$ cat src/core/daa_line_pkg.sv
`default_nettype none
package daa_line_pkg;
	localparam int ADDR_W = 5;
	localparam logic [4:0] ADDR_LINE_HOOK = 5'h05;
	localparam logic [4:0] ADDR_LINE_POWER = 5'h06;
	// line_hook_ring_control field positions
	localparam int RING_NEG_BIT = 6;
	localparam int RING_POS_BIT = 5;
	localparam int POLARITY_BIT = 4;
	localparam int MONITOR_BIT = 3;
	localparam int RING_IND_BIT = 2;
	localparam int INPUT_EN_BIT = 1;
	localparam int REQUEST_BIT = 0;
	localparam logic [3:0] HOOK_CTL_RESET = 4'h0;
	// line_power_level_control field positions
	localparam int PUMP_BIT = 7;
	localparam int TX_HI_BIT = 6;
	localparam int RX_HI_BIT = 5;
	localparam int LINE_PD_BIT = 4;
	localparam int HOST_PD_BIT = 3;
	localparam int TX_LO_BIT = 1;
	localparam int RX_LO_BIT = 0;
	localparam logic [7:0] POWER_CTL_RESET = 8'h70;
	localparam logic [7:0] POWER_CTL_WMASK = 8'hFB;
	localparam logic [1:0] LEVEL_MUTE = 2'h2;
	// ring indicator hold, least figure of its window
	localparam longint CLK_KHZ = 250000;
	localparam longint RING_CLEAR_MIN_MS = 4500;
	localparam longint RING_CLEAR_CYCLES = RING_CLEAR_MIN_MS * CLK_KHZ;
	localparam int HOOK_GUARD_CYCLES = 256;
endpackage
`default_nettype wire

$ cat src/core/daa_line_control_regs.sv
// Functional notes
// - bit 6 of first register reads 1 while a negative ring is present.
// - bit 5 of first register reads 1 while a positive ring is present.
// - bit 4 picks off-hook pin sense: 0 active low, 1 active high.
// - bit 3 enables on-hook line monitoring without going off-hook.
// - ring indicator set during ring, clears after hold time (timed from positive ring only) or off-hook.
// - bit 1 enables the off-hook pin; when 0 the pin is ignored.
// - off-hook is register bit OR enabled pin, bit independent of enable.
// - low-current mode return to on-hook skips the off-hook guard counter.
// - bit 7 of second register enables the charge pump.
// - transmit level field bits 6,1: -20, -32, mute, -26 dB.
// - receive level field bits 5,0: 0, -12, mute, -6 dB.
// - bit 4 of second register powers down the line-side chip.
// - bit 3 powers down host side; only hardware reset restores it.
// - second register resets to 0111_0000.
`default_nettype none
module daa_line_control_regs #(
	parameter longint RING_HOLD_CYCLES = daa_line_pkg::RING_CLEAR_CYCLES,
	parameter int GUARD_CYCLES = daa_line_pkg::HOOK_GUARD_CYCLES
) (
	input wire logic clk_sys,
	input wire logic rst,
	input wire logic ce,
	input wire logic soft_reset,
	input wire logic [daa_line_pkg::ADDR_W-1:0] ctl_addr,
	input wire logic ctl_write,
	input wire logic [7:0] ctl_wdata,
	input wire logic ctl_read,
	output logic [7:0] ctl_rdata,
	input wire logic ring_neg_in,
	input wire logic ring_pos_in,
	input wire logic offhook_input_pin,
	input wire logic low_current_mode,
	output logic line_offhook,
	output logic line_monitor_active,
	output logic charge_pump_on,
	output logic [1:0] callprog_tx_level,
	output logic [1:0] callprog_rx_level,
	output logic tx_mute,
	output logic rx_mute,
	output logic line_side_powerdown,
	output logic host_side_powerdown
);

	// ==========================================
	// input synchronisers
	// ==========================================
	logic [1:0] neg_sync;
	logic [1:0] pos_sync;
	logic [1:0] pin_sync;
	logic ring_neg_s;
	logic ring_pos_s;
	logic pin_s;

	always_ff @(posedge clk_sys) begin
		if (rst) begin
			neg_sync <= 2'h0;
			pos_sync <= 2'h0;
			pin_sync <= 2'h0;
		end else if (ce) begin
			neg_sync <= {neg_sync[0], ring_neg_in};
			pos_sync <= {pos_sync[0], ring_pos_in};
			pin_sync <= {pin_sync[0], offhook_input_pin};
		end
	end

	assign ring_neg_s = neg_sync[1];
	assign ring_pos_s = pos_sync[1];
	assign pin_s = pin_sync[1];

	// ==========================================
	// register decode
	// ==========================================
	function automatic logic hit(input logic [daa_line_pkg::ADDR_W-1:0] a, input logic [4:0] target);
		hit = (a == target);
	endfunction

	// a powered-down host side takes no writes until hardware reset
	wire wr_ok = ce && ctl_write && !host_side_powerdown;
	wire wr_hook = wr_ok && hit(ctl_addr, daa_line_pkg::ADDR_LINE_HOOK);
	wire wr_power = wr_ok && hit(ctl_addr, daa_line_pkg::ADDR_LINE_POWER);

	// ==========================================
	// line_hook_ring_control
	// ==========================================
	logic offhook_input_polarity;
	logic onhook_line_monitor;
	logic offhook_input_enable;
	logic offhook_request;
	logic ring_indicator;

	always_ff @(posedge clk_sys) begin
		if (rst || (ce && soft_reset)) begin
			{offhook_input_polarity, onhook_line_monitor, offhook_input_enable, offhook_request}
				<= daa_line_pkg::HOOK_CTL_RESET;
		end else if (wr_hook) begin
			offhook_input_polarity <= ctl_wdata[daa_line_pkg::POLARITY_BIT];
			onhook_line_monitor <= ctl_wdata[daa_line_pkg::MONITOR_BIT];
			offhook_input_enable <= ctl_wdata[daa_line_pkg::INPUT_EN_BIT];
			offhook_request <= ctl_wdata[daa_line_pkg::REQUEST_BIT];
		end
	end

	// ==========================================
	// line_power_level_control
	// ==========================================
	logic [7:0] power_ctl;
	logic host_pd;

	always_ff @(posedge clk_sys) begin
		if (rst || (ce && soft_reset)) begin
			power_ctl <= daa_line_pkg::POWER_CTL_RESET;
		end else if (wr_power) begin
			power_ctl <= ctl_wdata & daa_line_pkg::POWER_CTL_WMASK;
		end
	end

	// soft reset deliberately leaves this bit alone: only the reset pin wakes the chip
	always_ff @(posedge clk_sys) begin
		if (rst) begin
			host_pd <= 1'b0;
		end else if (wr_power && ctl_wdata[daa_line_pkg::HOST_PD_BIT]) begin
			host_pd <= 1'b1;
		end
	end

	assign host_side_powerdown = host_pd;
	assign charge_pump_on = power_ctl[daa_line_pkg::PUMP_BIT];
	assign callprog_tx_level = {power_ctl[daa_line_pkg::TX_HI_BIT], power_ctl[daa_line_pkg::TX_LO_BIT]};
	assign callprog_rx_level = {power_ctl[daa_line_pkg::RX_HI_BIT], power_ctl[daa_line_pkg::RX_LO_BIT]};
	assign tx_mute = (callprog_tx_level == daa_line_pkg::LEVEL_MUTE);
	assign rx_mute = (callprog_rx_level == daa_line_pkg::LEVEL_MUTE);
	assign line_side_powerdown = power_ctl[daa_line_pkg::LINE_PD_BIT];

	// ==========================================
	// off-hook control and guard counter
	// ==========================================
	logic [31:0] guard_count;
	wire pin_active = offhook_input_enable && (pin_s == offhook_input_polarity);
	wire hook_req = offhook_request || pin_active;
	wire guard_busy = (guard_count != 32'h0);
	wire hook_drop = line_offhook && !hook_req;

	always_ff @(posedge clk_sys) begin
		if (rst) begin
			guard_count <= 32'h0;
			line_offhook <= 1'b0;
		end else if (ce) begin
			line_offhook <= hook_req && !guard_busy;
			if (hook_drop && !low_current_mode) begin
				guard_count <= GUARD_CYCLES[31:0];
			end else if (hook_drop) begin
				guard_count <= 32'h0;
			end else if (guard_busy) begin
				guard_count <= guard_count - 32'h1;
			end
		end
	end

	// the monitor path only listens while the line is on-hook
	assign line_monitor_active = onhook_line_monitor && !line_offhook;

	// ==========================================
	// ring indicator and its hold timer
	// ==========================================
	logic [31:0] ring_timer;

	always_ff @(posedge clk_sys) begin
		if (rst || (ce && soft_reset)) begin
			ring_indicator <= 1'b0;
			ring_timer <= 32'h0;
		end else if (ce) begin
			if (line_offhook) begin
				ring_indicator <= 1'b0;
				ring_timer <= 32'h0;
			end else if (ring_pos_s) begin
				ring_indicator <= 1'b1;
				ring_timer <= RING_HOLD_CYCLES[31:0];
			end else if (ring_neg_s) begin
				ring_indicator <= 1'b1;
			end else if (ring_timer > 32'h1) begin
				ring_timer <= ring_timer - 32'h1;
			end else if (ring_indicator) begin
				ring_indicator <= 1'b0;
				ring_timer <= 32'h0;
			end
		end
	end

	// ==========================================
	// read-back
	// ==========================================
	wire [7:0] hook_view = {1'b0, ring_neg_s, ring_pos_s, offhook_input_polarity, onhook_line_monitor,
		ring_indicator, offhook_input_enable, offhook_request};
	wire [7:0] power_view = (power_ctl & ~(8'h01 << daa_line_pkg::HOST_PD_BIT))
		| ({7'h00, host_pd} << daa_line_pkg::HOST_PD_BIT);
	wire [7:0] next_rdata = hit(ctl_addr, daa_line_pkg::ADDR_LINE_HOOK) ? hook_view
		: hit(ctl_addr, daa_line_pkg::ADDR_LINE_POWER) ? power_view : 8'h00;

	always_ff @(posedge clk_sys) begin
		if (rst) begin
			ctl_rdata <= 8'h00;
		end else if (ce && ctl_read) begin
			ctl_rdata <= next_rdata;
		end
	end
endmodule
`default_nettype wire

$ cat config.mk
export PLATFORM = sky130hd
export DESIGN_NAME = daa_line_control_regs
export DESIGN_NICKNAME = d
export VERILOG_FILES = /design/src/core/daa_line_pkg.sv /design/src/core/daa_line_control_regs.sv
export SDC_FILE = /design/constraint.sdc
export NUM_CORES = 1
export LEC_CHECK = 0
export ABC_AREA = 1
export BUFFER_PORTS_ARGS = -buffer_cell sky130_fd_sc_hd__buf_2
export CELL_PAD_IN_SITES_DETAIL_PLACEMENT = 0
export CELL_PAD_IN_SITES_GLOBAL_PLACEMENT = 1
export CORE_MARGIN = 8
export CORE_UTILIZATION = 43
export DETAILED_ROUTE_END_ITERATION = 8
export PLACE_DENSITY_LB_ADDON = 0.1
export SETUP_SLACK_MARGIN = 0.15
export SYNTH_ARGS = -nofsm -noshare
export SYNTH_HDL_FRONTEND = slang
export SYNTH_SLANG_ARGS = --single-unit
export TNS_END_PERCENT = 20
$ cat constraint.sdc
create_clock -name clk_sys -period 2.7 [get_ports clk_sys]
set_clock_uncertainty 0.2 [all_clocks]
set_input_delay 0.54 -clock clk_sys [delete_from_list [all_inputs] [get_ports clk_sys]]
set_output_delay 0.54 -clock clk_sys [all_outputs]
set_load 0.02 [all_outputs]
==> metrics, run 1 <==
WP buf/inv=0; share of cells above drive strength 1=0.1081; Max clock buf depth=2; Worst path top cell family by delay=simple AND/OR/NAND/NOR gates; initial antenna violation count=0; post-route ant nets=0; DP Cell Count=1054; Async SR Flop Fraction=0; critical path fanouts, max=27; worst skew pair latency=0.35 ns; Synth Register Bits=91; Initial DRT Pass Iterations=5; total grt overflow=0; commonest cells after routing, fill and taps aside=nand2_1, nor2_1, dfxtp_1, inv_1, a21oi_1; area grow syn2layout=12.48%; status=finished, final reports clean; slowest cell delay on critical path=0.36 ns; Mapped Area=0.005434 sq mm; n_diodes=0; CTS tree=built; vias in the first global route=5282; vias per std cell=5.153; I/O pin cnt=42; Setup Viol. Count Final=0; Final Routed Wirelength=15050 um; crit end category=flip-flop; Mapped Avg Cell Area=6.333 sq um; prevailing post-synth register cell=dfxtp_1; worst hold path class=input pin to flip-flop; minimum clock period=2.442 ns; clock root buffer=clkbuf_16; largest area contributor in the synthesized netlist=dfxtp_1; Post-Syn Instances=858; Worst EP required=2.73 ns; total track usage=0.1901; Slew Viols, Final=0; vias=5509; WS Path Type=flip-flop to flip-flop; Core Area=0.01247 sq mm; largest net degree at the start of global routing=34; Worst Max-Slew Pin Slew=0.6364 ns; most common cell after layout, fill and taps aside=nand2_1; final-report hold violation count=0; IO buf count=40; RePlAce Congestion=0.8813; Tcrit/Tclk final=0.9045; Hold Buf Count CTS=0; slew margin rel.=0.5748; DR iter-0 viols=371; clk sinks=91; Yosys cell types=37; yosys warns=0; Rows=41; Min Hold Slack=0.2079 ns; fill count=1364; Routed wire per std cell=14.08 um; Layout Cells excl Fill=1069; Syn Nets=885; CP max stage cell=dfxtp_1; Starting Density=0.4359; setup total negative slack=0 ns; die height=128.4 um; post-DP HPWL=11110 um; Yosys top cell area share=0.3353; CP most frequent cell=nor2_1; max cap viols=0; Seq/Total Area, Yosys=0.3353; Clock Pin Slew Worst Setup and Hold Paths=0.07 ns; crit path DAT=2.47 ns; nets=920; RSZ-0062 raised after global routing=yes; instance count on the critical path=10; ranking of synthesized cells by area=dfxtp_1, nand2_1, nor2_1; H-tree depth=3; Max Fclk=409.5 MHz; FF-to-FF path depth=10; total die area=0.01649 sq mm; detailed-route DRC error count=0; Die Wd=128.4 um; Worst Hold Path Cells=3; number of synthesized flops with an enable pin=0; worst-path cell chain=nor2_1 > nand2_1 > nor2_1 > nand4_1 > nor2_2 > nand2_2 > nand2_4 > nor2_1 > nand2_1 > a21oi_1; crit start category=flip-flop; first-pass GRT wire length=25350 um; number of CTS-inserted buffers=9
-- routing by layer --
| metal | vias to the layer above | GRT usage | wire length [um] |
|---|---|---|---|
| met5 | - | 0 | 0 |
| met4 | 0 | 0.06503 | 206 |
| met3 | 16 | 0.03475 | 726 |
| met2 | 119 | 0.3055 | 6967 |
| met1 | 2548 | 0.2504 | 7147 |
| li1 | 2826 | - | - |
-- worst reg2reg max path: stages (launching register included) --
cell     delay (ns)
dfxtp_1        0.36
nor2_1         0.20
nand2_1        0.07
nor2_1         0.16
nand4_1        0.17
nor2_2         0.27
nand2_2        0.21
nand2_4        0.30
nor2_1         0.21
nand2_1        0.11
a21oi_1        0.06
-- final timing paths --
path,start,to,slack (ns)
setup / recovery,guard_count[16],guard_count[25],0.26
hold / removal,ctl_wdata[6],power_ctl[6],0.21
setup reg to reg,guard_count[16],guard_count[25],0.26
hold reg to reg,ctl_rdata[7],ctl_rdata[7],0.28
-- sequential cells by signal (all words and copies together), names as in the netlist --
| name | count |
|---|---|
| line_offhook | 1 |
| ctl_rdata | 8 |
| power_ctl | 6 |
| guard_count | 32 |
| ring_timer | 32 |
| pos_sync | 2 |
| neg_sync | 2 |
| offhook_input_polarity | 1 |
| offhook_input_enable | 1 |
| offhook_request | 1 |
| onhook_line_monitor | 1 |
| pin_sync | 2 |
| ring_indicator | 1 |
| host_side_powerdown | 1 |
-- cells by family (layout without fill, tap and decap cells) --
logic type,after synthesis,in the layout,share of synthesized area
AOI/OAI and AO/OA,134,134,0.1347
buffers and inverters,118,157,0.09325
and+or+nand+nor,490,490,0.3937
xor gates and xnor gates,21,21,0.03385
DFF,91,91,0.3353
adders and majority gates,4,4,0.009211
-- layout make-up --
type | instances | area (sq um) | share of cell area
clock buffer | 10 | 239.0 | 0.03910
tap | 172 | 215.2 | 0.03521
sequential | 91 | 1822 | 0.2981
timing repair buffer | 50 | 287.8 | 0.04708
multi-input combinational | 649 | 3117 | 0.5099
inverter | 92 | 345.3 | 0.05650
clock inverter | 5 | 86.33 | 0.01412
-- timing repair --
| item | CTS | global route |
|---|---|---|
| buffers inserted | 0 | 0 |
| resized for setup | 0 | 1 |
| setup endpoints to repair | 0 | 17 |
-- Yosys cell counts (4+ instances only) --
library cell	count
o211ai_1	13
nor3_1	4
nor2_2	7
nand3b_1	5
nor2_1	171
nor4_1	5
inv_1	89
o21ai_1	9
buf_6	7
nand3_1	47
ha_1	4
xnor2_1	6
xor2_1	15
buf_2	6
o21ai_0	32
a21oi_1	74
nand2_4	4
nand4_1	26
dfxtp_1	91
nand2_1	201
nand2_2	9
clkbuf_1	11
-- metrics by stage --
| stage | setup WS, ns | utilization | area [sq um] |
|---|---|---|---|
| 5_1_grt | 0.07052 | 0.4903 | 6112 |
| 4_1_cts | 0.2908 | 0.4897 | 6105 |
| 2_1_floorplan | 0.7668 | - | 5434 |
| 3_3_place_gp | 0.3571 | 0.4636 | 5779 |
| 3_5_place_dp | 0.3012 | 0.4636 | 5779 |
| 6_report | 0.2578 | 0.4903 | 6112 |
Power of run 1 is not shown: default switching activity piles up to over one toggle a cycle in this logic, so the estimate is an artifact.
==> run 2, diff against run 1 <==
==> constraint.sdc (replaced) <==
create_clock -name clk_sys -period 2.8 [get_ports clk_sys]
set_clock_uncertainty 0.2 [all_clocks]
set_input_delay 0.56 -clock clk_sys [delete_from_list [all_inputs] [get_ports clk_sys]]
set_output_delay 0.56 -clock clk_sys [all_outputs]
set_load 0.02 [all_outputs]
==> metrics, run 2 (synthesis results as in run 1) <==
n_diodes=0 (unchanged); crit start category=flip-flop (unchanged); detailed-route DRC error count=0 (unchanged); biggest regs=guard_count: 32 flops, ring_timer: 32 flops, ctl_rdata: 8 flops (unchanged); largest net degree at the start of global routing=34 (unchanged); slowest cell delay on critical path=0.35 ns (was 0.36 ns); post-route ant nets=0 (unchanged); Worst EP required=2.82 ns (was 2.73 ns); WS Path Type=flip-flop to flip-flop (unchanged); Max clock buf depth=2 (unchanged); clock root buffer=clkbuf_16 (unchanged); initial antenna violation count=0 (unchanged); final-report hold violation count=0 (unchanged); Slew Viols, Final=0 (unchanged); vias in the first global route=5308 (was 5282); Rows=41 (unchanged); register area=0.001822 sq mm (unchanged); DR iter-0 viols=273 (was 371); Post-CTS Resized=0 (unchanged); most common cell after layout, fill and taps aside=nand2_1 (unchanged); Routed wire per std cell=14.14 um (was 14.08 um); H-tree depth=3 (unchanged); Initial DRT Pass Iterations=5 (unchanged); Hold Buf Count CTS=0 (unchanged); Core Area=0.01247 sq mm (unchanged); critical path fanouts, max=33 (was 27); number of CTS-inserted buffers=9 (unchanged); share of cells above drive strength 1=0.1111 (was 0.1081); CTS tree=built (unchanged); multi-input logic area=0.003109 sq mm (was 0.003117 sq mm); crit path DAT=2.42 ns (was 2.47 ns); total track usage=0.1929 (was 0.1901); Tcrit/Tclk final=0.8594 (was 0.9045); vias per std cell=5.071 (was 5.153); total grt overflow=0 (unchanged); Clock Pin Slew Worst Setup and Hold Paths=0.07 ns (about the same); worst-path cell chain=inv_1 > ha_1 > nand2_2 > nor2_8 > nand2_4 > nand2_2 > nand3_2 > nand2_2 > nand2_4 > nand2_4 > nor2_1 > nor2_1 > nor2_1 (was nor2_1 > nand2_1 > nor2_1 > nand4_1 > nor2_2 > nand2_2 > nand2_4 > nor2_1 > nand2_1 > a21oi_1); total die area=0.01649 sq mm (unchanged); status=finished, final reports clean (unchanged); worst skew pair latency=0.34 ns (was 0.35 ns); first-pass GRT wire length=25580 um (was 25350 um); setup total negative slack=0 ns (unchanged); Worst path top cell family by delay=simple AND/OR/NAND/NOR gates (unchanged); R2R Setup Slk=0.39 ns (was 0.26 ns); Starting Density=0.4359 (unchanged); area grow syn2layout=12.25% (was 12.48%); fill count=1317 (was 1364); IO buf count=40 (unchanged); CP max stage cell=nand2_4 (was dfxtp_1); Max Fclk=415.6 MHz (was 409.5 MHz); crit end category=flip-flop (unchanged); WP buf/inv=1 (was 0); die height=128.4 um (unchanged); Post-CTS Repair Setup Buffers=0 (unchanged); worst hold path class=input pin to flip-flop (unchanged); max cap viols=0 (unchanged); Worst Max-Slew Pin Slew=0.5814 ns (was 0.6364 ns); minimum clock period=2.406 ns (was 2.442 ns); post-DP HPWL=11180 um (was 11110 um); commonest cells after routing, fill and taps aside=nand2_1, nor2_1, dfxtp_1, inv_1, a21oi_1 (unchanged); clk sinks=91 (unchanged); nets=922 (was 920); Final Routed Wirelength=15150 um (was 15050 um); Die Wd=128.4 um (unchanged); RePlAce Congestion=0.8473 (was 0.8813); I/O pin cnt=42 (unchanged); RSZ-0062 raised after global routing=no (was yes); vias=5436 (was 5509); slew margin rel.=0.6100 (was 0.5748); Setup Viol. Count Final=0 (unchanged)
-- run 2: changes by cell type in the layout (fill, tap and decap cells not counted), sizes merged --
cell	before	now
buf	50	52
bufinv	2	1
clkbuf	10	11
clkinv	4	3
inv	91	93
-- run 2: layout make-up --
cell class / count / area share
Clock buffer: 11 / 0.04144
Clock inverter: 5 / 0.01067
Inverter: 92 / 0.05662
Multi-Input combinational cell: 649 / 0.5097
Sequential cell: 91 / 0.2987
Tap cell: 172 / 0.03528
Timing Repair Buffer: 52 / 0.04759
-- run 2: tightest hold or removal path: cells and delay by family --
family                 cells  cell delay, ns
buffers and inverters      1            0.08
AO/OA/AOI/OAI              1            0.07
AND/OR/NAND/NOR            1            0.04
-- run 2: per-stage QoR --
step	util	hold WS, ns	std cells	setup slack (ns)	area, sq um
after floorplan	-	0.2385	858	0.8668	5434
after global placement	0.4638	0.2646	1056	0.4555	5782
after detailed placement	0.4638	0.2580	1056	0.4134	5782
after CTS	0.4893	0.2170	1072	0.3952	6100
after global routing	0.4893	0.2436	1072	0.1871	6100
final	0.4893	0.2338	1072	0.3937	6100
-- run 2: path summary, 6_finish.rpt --
check / to / start / depth (start not counted)
min reg2reg: ctl_rdata[7] / ctl_rdata[7] / 2
max: ring_timer[25] / ring_timer[0] / 13
max reg2reg: ring_timer[25] / ring_timer[0] / 13
min: power_ctl[5] / ctl_wdata[5] / 3
-- run 2: per-layer routing --
metal / wire, um / GRT usage / up-vias
li1: - / - / 2830
met1: 7356 / 0.2470 / 2489
met2: 6856 / 0.3135 / 102
met3: 722 / 0.04634 / 15
met4: 217 / 0.05944 / 0
met5: 0 / 0 / -
Power of run 2 is left out for the same reason.
